<file path="config.mk">
export PLATFORM = sky130hd
export DESIGN_NAME = ofr_top
export DESIGN_NICKNAME = d
export VERILOG_FILES = /design/src/ofr_pkg.sv /design/src/ofr_top.sv
export SDC_FILE = /design/constraint.sdc
export NUM_CORES = 1
export LEC_CHECK = 0
export BUFFER_PORTS_ARGS = -buffer_cell sky130_fd_sc_hd__buf_2
export CAP_MARGIN = 20
export CORE_UTILIZATION = 64
export CTS_CLUSTER_DIAMETER = 100
export DETAILED_ROUTE_END_ITERATION = 7
export MAX_ROUTING_LAYER = met4
export PLACE_DENSITY = 0.86
export SLEW_MARGIN = 20
export SYNTH_ARGS = -nofsm -noshare
export SYNTH_HDL_FRONTEND = slang
export SYNTH_SLANG_ARGS = --single-unit
</file>
<file path="constraint.sdc">
create_clock -name clk_sys -period 15.9 [get_ports clk_sys]
set_input_delay 1.59 -clock clk_sys [delete_from_list [all_inputs] [get_ports clk_sys]]
set_output_delay 1.59 -clock clk_sys [all_outputs]
set_load 0.005 [all_outputs]
</file>
<file path="src/ofr_pkg.sv">
package ofr_pkg;
   localparam logic [7:0] A_CTRL = 8'h00;
   localparam logic [7:0] A_START = 8'h04;
   localparam logic [7:0] A_END = 8'h08;
   localparam logic [7:0] A_HEAD = 8'h0c;
   localparam logic [7:0] A_TAIL = 8'h10;
   localparam logic [7:0] A_FREE = 8'h14;
   localparam logic [7:0] A_STAT = 8'h18;
   localparam int C_EN = 0;
   localparam int C_TRANSP = 1;
   localparam int C_WRAP_EN = 2;
   localparam int C_VLAN = 3;
   localparam int C_SNAP = 4;
   localparam logic [4:0] CTRL_RST = 5'h00;
   localparam logic [15:0] PTR_RST = 16'h0000;
   localparam logic [7:0] FREE_RST = 8'h00;
   localparam logic [12:0] OFF_NPR_HI = 13'h0000;
   localparam logic [12:0] OFF_LEN_HI = 13'h0002;
   localparam logic [12:0] OFF_LEN_LO = 13'h0003;
   localparam logic [12:0] OFF_PROTO = 13'h0004;
   localparam logic [12:0] OFF_FLAGS = 13'h0005;
   localparam logic [12:0] OFF_BODY = 13'h0006;
   localparam logic [12:0] OFF_L2_OPT = 13'h0014;
   localparam logic [12:0] VLAN_BYTES = 13'h0004;
   localparam logic [12:0] SNAP_BYTES = 13'h0008;
   localparam logic [12:0] PPPOE_BYTES = 13'h0008;
   localparam int PPPOE_BIT = 7;
   localparam logic [7:0] P_ICMP = 8'h01;
   localparam logic [7:0] P_IGMP = 8'h02;
   localparam logic [7:0] P_TCP = 8'h06;
   localparam logic [7:0] P_UDP = 8'h11;
   localparam logic [7:0] P_NON_IP = 8'hff;
   localparam logic [15:0] ET_MIN_TYPE = 16'h0600;
   localparam logic [15:0] ET_IPV6 = 16'h86dd;
   localparam logic [15:0] ET_PPPOE_DISC = 16'h8863;
   localparam logic [15:0] ET_PPPOE_SESS = 16'h8864;
   localparam logic [15:0] PPP_IPV4 = 16'h0021;
   localparam logic [12:0] CK_IP = 13'h000a;
   localparam logic [12:0] CK_ICMP = 13'h0002;
   localparam logic [12:0] CK_UDP = 13'h0006;
   localparam logic [12:0] CK_TCP = 13'h0010;
   localparam logic [12:0] PSEUDO_LO = 13'h000c;
   localparam logic [12:0] PSEUDO_HI = 13'h0013;
   typedef enum logic [1:0] {
      ST_IDLE = 2'b00, ST_HDR = 2'b01, ST_SUM = 2'b10, ST_SEND = 2'b11
   } ofr_state_t;
   typedef struct packed {
      logic valid;
      logic [15:0] etype;
      logic [15:0] ppp_proto;
      logic [11:0] len;
      logic wrapped;
      logic [2:0] pages;
   } ofr_rx_in_t;
   typedef struct packed {
      logic valid;
      logic non_ip;
      logic [7:0] len_hi;
      logic [7:0] len_lo;
      logic [7:0] protocol;
   } ofr_rx_out_t;
   typedef struct packed {
      logic [7:0] data;
      logic last;
   } ofr_byte_t;
endpackage

</file>
<file path="src/ofr_top.sv">
`timescale 1ns/10ps
`default_nettype none
module ofr_top (
   input wire logic clk_sys,
   input wire logic rst,
   input wire logic psel,
   input wire logic penable,
   input wire logic pwrite,
   input wire logic [7:0] paddr,
   input wire logic [31:0] pwdata,
   output logic [31:0] prdata,
   output logic pready,
   output logic pslverr,
   output logic mem_req,
   output logic [23:0] mem_addr,
   input wire logic [7:0] mem_rdata,
   input wire logic mem_ack,
   output logic tx_valid,
   output ofr_pkg::ofr_byte_t tx_byte,
   input wire logic tx_ready,
   input wire ofr_pkg::ofr_rx_in_t rx_in,
   output ofr_pkg::ofr_rx_out_t rx_out
);
   logic [4:0] ctrl_q;
   logic [15:0] start_q, end_q, head_q, tail_q, npr_q;
   logic [7:0] free_q, proto_q, hi_q;
   logic [11:0] len_q;
   logic pppoe_q;
   ofr_pkg::ofr_state_t st_q;
   logic [12:0] off_q, ip_start, rel, ihl4_q, ck_off;
   logic [15:0] ip_sum_q, l4_sum_q, word;
   logic wr_en, rd_ok, last_b, csum_on, fin;
   ofr_pkg::ofr_byte_t buf_q [2];
   logic [1:0] cnt_q;
   logic wp_q, rp_q, in_ready, push;
   ofr_pkg::ofr_byte_t push_b;

   function automatic logic [15:0] csum_add(input logic [15:0] a,
                                            input logic [15:0] b);
      logic [16:0] s;
      s = {1'b0, a} + {1'b0, b};
      return s[15:0] + {15'h0000, s[16]};
   endfunction

   function automatic logic [23:0] ring_addr(input logic [15:0] pg,
                                             input logic [12:0] off);
      logic [23:0] a;
      a = {pg, 8'h00} + {11'h000, off};
      if (a > {end_q, 8'hff})
         a = a - ({end_q, 8'hff} - {start_q, 8'h00} + 24'h000001);
      return a;
   endfunction

   assign pready = 1'b1;
   assign wr_en = psel && penable && pwrite;
   always_comb begin
      pslverr = psel && penable && (paddr > ofr_pkg::A_STAT || paddr[1:0] != 2'b00);
      case (paddr)
         ofr_pkg::A_CTRL: prdata = {27'h0000000, ctrl_q};
         ofr_pkg::A_START: prdata = {16'h0000, start_q};
         ofr_pkg::A_END: prdata = {16'h0000, end_q};
         ofr_pkg::A_HEAD: prdata = {16'h0000, head_q};
         ofr_pkg::A_TAIL: prdata = {16'h0000, tail_q};
         ofr_pkg::A_FREE: prdata = {24'h000000, free_q};
         ofr_pkg::A_STAT: prdata = {29'h00000000, head_q == tail_q, st_q};
         default: prdata = 32'h00000000;
      endcase
   end

   always_ff @(posedge clk_sys or posedge rst) begin
      if (rst) begin
         ctrl_q <= ofr_pkg::CTRL_RST;
         start_q <= ofr_pkg::PTR_RST;
         end_q <= ofr_pkg::PTR_RST;
         tail_q <= ofr_pkg::PTR_RST;
      end else if (wr_en) begin
         case (paddr)
            ofr_pkg::A_CTRL: ctrl_q <= pwdata[4:0];
            ofr_pkg::A_START: start_q <= pwdata[15:0];
            ofr_pkg::A_END: end_q <= pwdata[15:0];
            ofr_pkg::A_TAIL: tail_q <= pwdata[15:0];
            default: ;
         endcase
      end
   end

   // Receive classifier: one result per descriptor, one cycle later
   always_ff @(posedge clk_sys or posedge rst) begin
      if (rst) begin
         rx_out <= '0;
      end else begin
         rx_out.valid <= rx_in.valid;
         if (rx_in.valid) begin
            rx_out.len_hi <= {rx_in.wrapped && ctrl_q[ofr_pkg::C_WRAP_EN],
                              rx_in.pages, rx_in.len[11:8]};
            rx_out.len_lo <= rx_in.len[7:0];
            if (rx_in.etype < ofr_pkg::ET_MIN_TYPE
                || rx_in.etype == ofr_pkg::ET_IPV6
                || rx_in.etype == ofr_pkg::ET_PPPOE_DISC) begin
               rx_out.non_ip <= 1'b1;
               rx_out.protocol <= ofr_pkg::P_NON_IP;
            end else if (rx_in.etype == ofr_pkg::ET_PPPOE_SESS
                         && (!ctrl_q[ofr_pkg::C_TRANSP]
                             || rx_in.ppp_proto != ofr_pkg::PPP_IPV4)) begin
               rx_out.non_ip <= 1'b1;
               rx_out.protocol <= ofr_pkg::P_NON_IP;
            end else begin
               rx_out.non_ip <= 1'b0;
               rx_out.protocol <= 8'h00;
            end
         end
      end
   end

   // Transmit: header fetch, checksum pass, then send pass
   always_comb begin
      ip_start = ofr_pkg::OFF_BODY;
      if (ctrl_q[ofr_pkg::C_TRANSP]) begin
         ip_start = ofr_pkg::OFF_L2_OPT
            + (ctrl_q[ofr_pkg::C_VLAN] ? ofr_pkg::VLAN_BYTES : 13'h0000)
            + (ctrl_q[ofr_pkg::C_SNAP] ? ofr_pkg::SNAP_BYTES : 13'h0000)
            + (pppoe_q ? ofr_pkg::PPPOE_BYTES : 13'h0000);
      end
      rel = off_q - ip_start;
      case (proto_q)
         ofr_pkg::P_UDP: ck_off = ofr_pkg::CK_UDP;
         ofr_pkg::P_TCP: ck_off = ofr_pkg::CK_TCP;
         default: ck_off = ofr_pkg::CK_ICMP;
      endcase
      csum_on = proto_q != ofr_pkg::P_NON_IP && off_q >= ip_start;
      last_b = off_q == ofr_pkg::OFF_BODY + {1'b0, len_q} - 13'h0001;
      word = rel[0] ? {hi_q, mem_rdata} : {mem_rdata, 8'h00};
      rd_ok = mem_req && mem_ack;
      push_b.last = last_b;
      push_b.data = mem_rdata;
      if (csum_on && rel == ofr_pkg::CK_IP)
         push_b.data = ~ip_sum_q[15:8];
      else if (csum_on && rel == ofr_pkg::CK_IP + 13'h0001)
         push_b.data = ~ip_sum_q[7:0];
      else if (csum_on && rel == ihl4_q + ck_off)
         push_b.data = ~l4_sum_q[15:8];
      else if (csum_on && rel == ihl4_q + ck_off + 13'h0001)
         push_b.data = ~l4_sum_q[7:0];
      push = st_q == ofr_pkg::ST_SEND && rd_ok;
      fin = push && last_b;
   end

   assign mem_req = st_q != ofr_pkg::ST_IDLE
                    && (st_q != ofr_pkg::ST_SEND || in_ready);
   assign mem_addr = ring_addr(head_q, off_q);

   always_ff @(posedge clk_sys or posedge rst) begin
      if (rst) begin
         st_q <= ofr_pkg::ST_IDLE;
         off_q <= 13'h0000;
      end else begin
         case (st_q)
            ofr_pkg::ST_IDLE:
               if (ctrl_q[ofr_pkg::C_EN] && head_q != tail_q) begin
                  st_q <= ofr_pkg::ST_HDR;
                  off_q <= ofr_pkg::OFF_NPR_HI;
               end
            ofr_pkg::ST_HDR:
               if (rd_ok) begin
                  off_q <= off_q + 13'h0001;
                  if (off_q == ofr_pkg::OFF_FLAGS)
                     st_q <= ofr_pkg::ST_SUM;
               end
            ofr_pkg::ST_SUM:
               if (rd_ok) begin
                  off_q <= last_b ? ofr_pkg::OFF_BODY : off_q + 13'h0001;
                  if (last_b)
                     st_q <= ofr_pkg::ST_SEND;
               end
            ofr_pkg::ST_SEND:
               if (rd_ok) begin
                  off_q <= off_q + 13'h0001;
                  if (last_b)
                     st_q <= ofr_pkg::ST_IDLE;
               end
            default: st_q <= ofr_pkg::ST_IDLE;
         endcase
      end
   end

   // Header fields latched from the entry
   always_ff @(posedge clk_sys or posedge rst) begin
      if (rst) begin
         npr_q <= ofr_pkg::PTR_RST;
         len_q <= 12'h000;
         proto_q <= 8'h00;
         pppoe_q <= 1'b0;
      end else if (st_q == ofr_pkg::ST_HDR && rd_ok) begin
         case (off_q)
            ofr_pkg::OFF_NPR_HI: npr_q[15:8] <= mem_rdata;
            ofr_pkg::OFF_NPR_HI + 13'h0001: npr_q[7:0] <= mem_rdata;
            ofr_pkg::OFF_LEN_HI: len_q[11:8] <= mem_rdata[3:0];
            ofr_pkg::OFF_LEN_LO: len_q[7:0] <= mem_rdata;
            ofr_pkg::OFF_PROTO: proto_q <= mem_rdata;
            ofr_pkg::OFF_FLAGS: pppoe_q <= mem_rdata[ofr_pkg::PPPOE_BIT];
            default: ;
         endcase
      end
   end

   // Sums start from zeroed checksum fields, so no masking is needed
   always_ff @(posedge clk_sys or posedge rst) begin
      if (rst) begin
         ip_sum_q <= 16'h0000;
         l4_sum_q <= 16'h0000;
         hi_q <= 8'h00;
         ihl4_q <= 13'h0000;
      end else if (st_q == ofr_pkg::ST_HDR) begin
         ip_sum_q <= 16'h0000;
         l4_sum_q <= 16'h0000;
      end else if (st_q == ofr_pkg::ST_SUM && rd_ok && csum_on) begin
         hi_q <= mem_rdata;
         if (rel == 13'h0000)
            ihl4_q <= {7'h00, mem_rdata[3:0], 2'b00};
         if (rel[0] || last_b) begin
            if (rel < ihl4_q)
               ip_sum_q <= csum_add(ip_sum_q, word);
            else if (last_b && proto_q != ofr_pkg::P_ICMP
                     && proto_q != ofr_pkg::P_IGMP)
               l4_sum_q <= csum_add(csum_add(csum_add(l4_sum_q, word),
                  {8'h00, proto_q}),
                  {3'b000, off_q + 13'h0001 - ip_start - ihl4_q});
            else
               l4_sum_q <= csum_add(l4_sum_q, word);
            if (rel >= ofr_pkg::PSEUDO_LO && rel <= ofr_pkg::PSEUDO_HI
                && (proto_q == ofr_pkg::P_UDP || proto_q == ofr_pkg::P_TCP))
               l4_sum_q <= csum_add(l4_sum_q, word);
         end
      end
   end

   // Dequeue completes: link to next entry and return its pages
   always_ff @(posedge clk_sys or posedge rst) begin
      if (rst) begin
         head_q <= ofr_pkg::PTR_RST;
         free_q <= ofr_pkg::FREE_RST;
      end else begin
         if (wr_en && paddr == ofr_pkg::A_HEAD)
            head_q <= pwdata[15:0];
         else if (fin)
            head_q <= npr_q;
         if (wr_en && paddr == ofr_pkg::A_FREE)
            free_q <= pwdata[7:0]
               + (fin ? 8'(({1'b0, len_q} + 13'h0105) >> 8) : 8'h00);
         else if (fin)
            free_q <= free_q
               + 8'(({1'b0, len_q} + 13'h0105) >> 8);
      end
   end

   // Two-entry buffer toward the MAC; a stalled MAC stops memory reads in the send pass only
   assign in_ready = cnt_q != 2'd2;
   assign tx_valid = cnt_q != 2'd0;
   assign tx_byte = buf_q[rp_q];
   always_ff @(posedge clk_sys or posedge rst) begin
      if (rst) begin
         buf_q[0] <= '0;
         buf_q[1] <= '0;
         cnt_q <= 2'd0;
         wp_q <= 1'b0;
         rp_q <= 1'b0;
      end else begin
         if (push) begin
            buf_q[wp_q] <= push_b;
            wp_q <= ~wp_q;
         end
         if (tx_valid && tx_ready)
            rp_q <= ~rp_q;
         cnt_q <= cnt_q + {1'b0, push} - {1'b0, tx_valid && tx_ready};
      end
   end

   property p_empty;
      @(posedge clk_sys) disable iff (rst)
         (st_q == ofr_pkg::ST_IDLE && head_q == tail_q) |=> st_q == ofr_pkg::ST_IDLE;
   endproperty
   a_empty: assert property (p_empty) else $error("Dequeue from empty ring");
   property p_rx_len;
      @(posedge clk_sys) disable iff (rst)
         rx_in.valid |=> rx_out.len_lo == $past(rx_in.len[7:0]);
   endproperty
   a_rx_len: assert property (p_rx_len) else $error("Rx length wrong");
   property p_ipv6;
      @(posedge clk_sys) disable iff (rst)
         rx_in.valid && rx_in.etype == ofr_pkg::ET_IPV6
         |=> rx_out.protocol == ofr_pkg::P_NON_IP;
   endproperty
   a_ipv6: assert property (p_ipv6) else $error("IPv6 not non-IP");
   property p_sess;
      @(posedge clk_sys) disable iff (rst)
         rx_in.valid && ctrl_q[ofr_pkg::C_TRANSP]
         && rx_in.etype == ofr_pkg::ET_PPPOE_SESS
         |=> rx_out.non_ip == (($past(rx_in.ppp_proto)) != ofr_pkg::PPP_IPV4);
   endproperty
   a_sess: assert property (p_sess) else $error("PPPoE session class wrong");
   property p_wrap;
      @(posedge clk_sys) disable iff (rst)
         rx_in.valid && rx_in.wrapped && ctrl_q[ofr_pkg::C_WRAP_EN]
         |=> rx_out.len_hi[7] && rx_out.len_hi[6:4] == $past(rx_in.pages);
   endproperty
   a_wrap: assert property (p_wrap) else $error("Wrap flag wrong");
   property p_head;
      @(posedge clk_sys) disable iff (rst)
         fin && !(wr_en && paddr == ofr_pkg::A_HEAD) |=> head_q == $past(npr_q);
   endproperty
   a_head: assert property (p_head) else $error("Head not advanced");
   property p_hold;
      @(posedge clk_sys) disable iff (rst)
         tx_valid && !tx_ready |=> tx_valid && $stable(tx_byte);
   endproperty
   a_hold: assert property (p_hold) else $error("Tx byte lost");
   property p_full;
      @(posedge clk_sys) disable iff (rst)
         cnt_q == 2'd2 |-> !push;
   endproperty
   a_full: assert property (p_full) else $error("Push into full buffer");
endmodule // ofr_top
`default_nettype wire

</file>
==> results.json <==
{
  "outcome": "finished, final reports clean",
  "period_minus_slack_ps": 12740,
  "clock_sinks": 213,
  "hold_class": "reg2reg",
  "yosysTopAreaCellShare_pct": 29.1,
  "reg_top3": "buf_q x18, rx_out x18",
  "synth-async-reset-ratio_pct": 100,
  "first_iter_violations": 1407,
  "postPlaceCellArea_um2": 19200,
  "power.density_nw_per_um2": 128,
  "final_common_cell": "dfrtp_1",
  "htree_levels": 1,
  "cp_max_fo": 12,
  "relSlewSlack_pct": 33.4,
  "max_stage_delay_ps": 620,
  "wire_per_inst_um": 19.6,
  "area_growth_pct": 9.22,
  "postCtsSetupRepairBufs": 0,
  "finalSetupTns_ps": 0,
  "cellLeakagePower_nw": 9.49,
  "finalNonFillerCells": 2536,
  "hold_buffers": 0,
  "clockBufferDepth": 3,
  "ir_worst_vdd_mv": 0.0864,
  "synth.avg_cell_area_um2": 8.98,
  "mostFrequentLayoutCells": "dfrtp_1 (212), buf_2 (165), nor2_1 (163)",
  "dieArea_um2": 29300,
  "synth_edf_count": 0,
  "num_io_pins": 199,
  "place_hpwl_um": 37700,
  "place_congestion": 0.973,
  "fin_util_pct": 71.5,
  "overflow": 0,
  "setup_viol": 0,
  "via_per_inst": 6.26,
  "critPathKind": "in2reg",
  "grt_pass1_vias": 15600,
  "final.period_utilization_pct": 80.1,
  "grt_util_all_layers_pct": 34.7,
  "slowest_stage": "o21ai_0",
  "synth_cell_type_count": 93,
  "ys_warn_count": 0,
  "drv_slew": 0,
  "diodes": 0,
  "finalHoldViolations": 0,
  "clock_latency_ps": 530,
  "placement_rows": 61,
  "rsz0062_at_grt": "false",
  "num-nets-final": 2403,
  "grt_pass1_wl_um": 78500,
  "vias": 15900,
  "dieWidth_um": 171,
  "antenna_found_initial": 0,
  "cts_buffers": 24,
  "end_kind": "flop",
  "ant_nets": 0,
  "critPathLaunchType": "input pin",
  "arrival_ps": 13180,
  "core-area_um2": 28000,
  "synth_seq_cells": 213,
  "cts.repair.resized": 0,
  "syn_inst": 2041,
  "finalPower_mw": 2.57,
  "tightest_slew_ps": 1000,
  "clk_pin_slew_ps": 60,
  "setup_slack_ps": 3160,
  "grt_max_degree": 132,
  "root_buffer": "clkbuf_16",
  "cts_tree": "yes",
  "maxCapViolCount": 0,
  "cp.required_ps": 16340,
  "firstDrtPassIters": 6,
  "synth_area_leaders": "dfrtp_1 (29%), ha_1 (9.1%), mux2_2 (8.2%)",
  "start_util_pct": 65.4,
  "hold-worst-slack_ps": 502,
  "placedCellCount": 2492,
  "design_area_um2": 20000,
  "synth_ff_type": "dfrtp_1",
  "synth_area_um2": 18300,
  "max_freq_mhz": 78.5,
  "drive_gt1_share_pct": 18.8,
  "yosys.area.top_type": "dfrtp_1",
  "yosysSeqAreaShare_pct": 29.1,
  "routed_wl_um": 49700,
  "worst_path_most_repeated_cell": "ha_1",
  "die_h_um": 171,
  "io_buffers": 165,
  "post-place-ws_ps": 3080,
  "drc_errors": 0,
  "clock_skew_ps": 30.4
}
## cells in the mapped netlist, types with 6 or more instances
cell type,instances
buf_1,8
mux2i_1,45
a21boi_0,10
xor2_1,81
fa_1,26
a211o_1,6
and3_1,28
clkbuf_1,70
ha_1,133
inv_1,89
o211ai_1,10
nor3_1,39
dfrtp_1,213
nand2_1,148
nand4b_1,7
and2_1,24
a211oi_1,27
or3_1,15
o21ai_1,7
a22oi_1,11
nand4_1,17
nor2b_1,37
xnor2_1,119
nand2b_1,28
a21oi_1,120
a32oi_1,14
o21ai_0,133
a21o_1,22
nor2_1,164
a31oi_1,8
nor4_1,20
o22ai_1,7
o31ai_1,8
buf_4,36
nand3_1,50
or2_2,6
o21bai_1,15
mux2_2,133
## per-layer routing
metal  global-route usage, %  up-vias  share of wire (%)
li1                        -     7419                  -
met1                    40.4     7619                 40
met2                    58.0      658                 49
met3                    4.35      186                6.0
met4                    19.6        0                5.4
met5                       -        -                  0
## cells by family after synthesis
family,Yosys count,synth area share (%)
flip-flops,213,29.1
buffers and inverters,210,5.11
adder cells (fa/ha/maj),159,11.9
AND/OR/NAND/NOR,616,16.9
other,2,0.0410
AO/OA/AOI/OAI,456,16.0
multiplexers,183,11.2
XOR/XNOR,202,9.73
## worst paths after layout
check | start | end | slack (ps) | depth (start not counted)
max | mem_rdata[2] | l4_sum_q[13] | 3160 | 49
min | hi_q[5] | hi_q[5] | 500 | 1
max reg2reg | off_q[0] | l4_sum_q[13] | 3610 | 50
min reg2reg | hi_q[5] | hi_q[5] | 500 | 1
max in group asynchronous | rst | off_q[0] | 13280 | 3
min in group asynchronous | rst | tail_q[12] | 1210 | 2
## power by group
group	internal [mW]	leakage [nW]	total, mW	switching (mW)
clock network	0.314	0.369	0.552	0.237
registers	0.641	2.74	0.747	0.106
logic	0.534	6.39	1.27	0.737
total	1.49	9.49	2.57	1.08
## critical path, delay by kind of cell
kind                     cells  cell delay, ps
AO/OA/AOI/OAI               17            4290
AND/OR/NAND/NOR             18            3710
buffers and inverters        3             570
adder cells (fa/ha/maj)      7            2200
multiplexers                 1             180
XOR/XNOR                     3             590
## cell type report
class,count,area [µm²]
clock inverter,16,165
fill,2131,7990
inverter,90,345
sequential,213,5330
clock buffer,28,616
multi-input combinational,1633,12200
tap,378,473
timing repair buffer,178,927
Note: power is estimated with default switching activity, not from simulation.
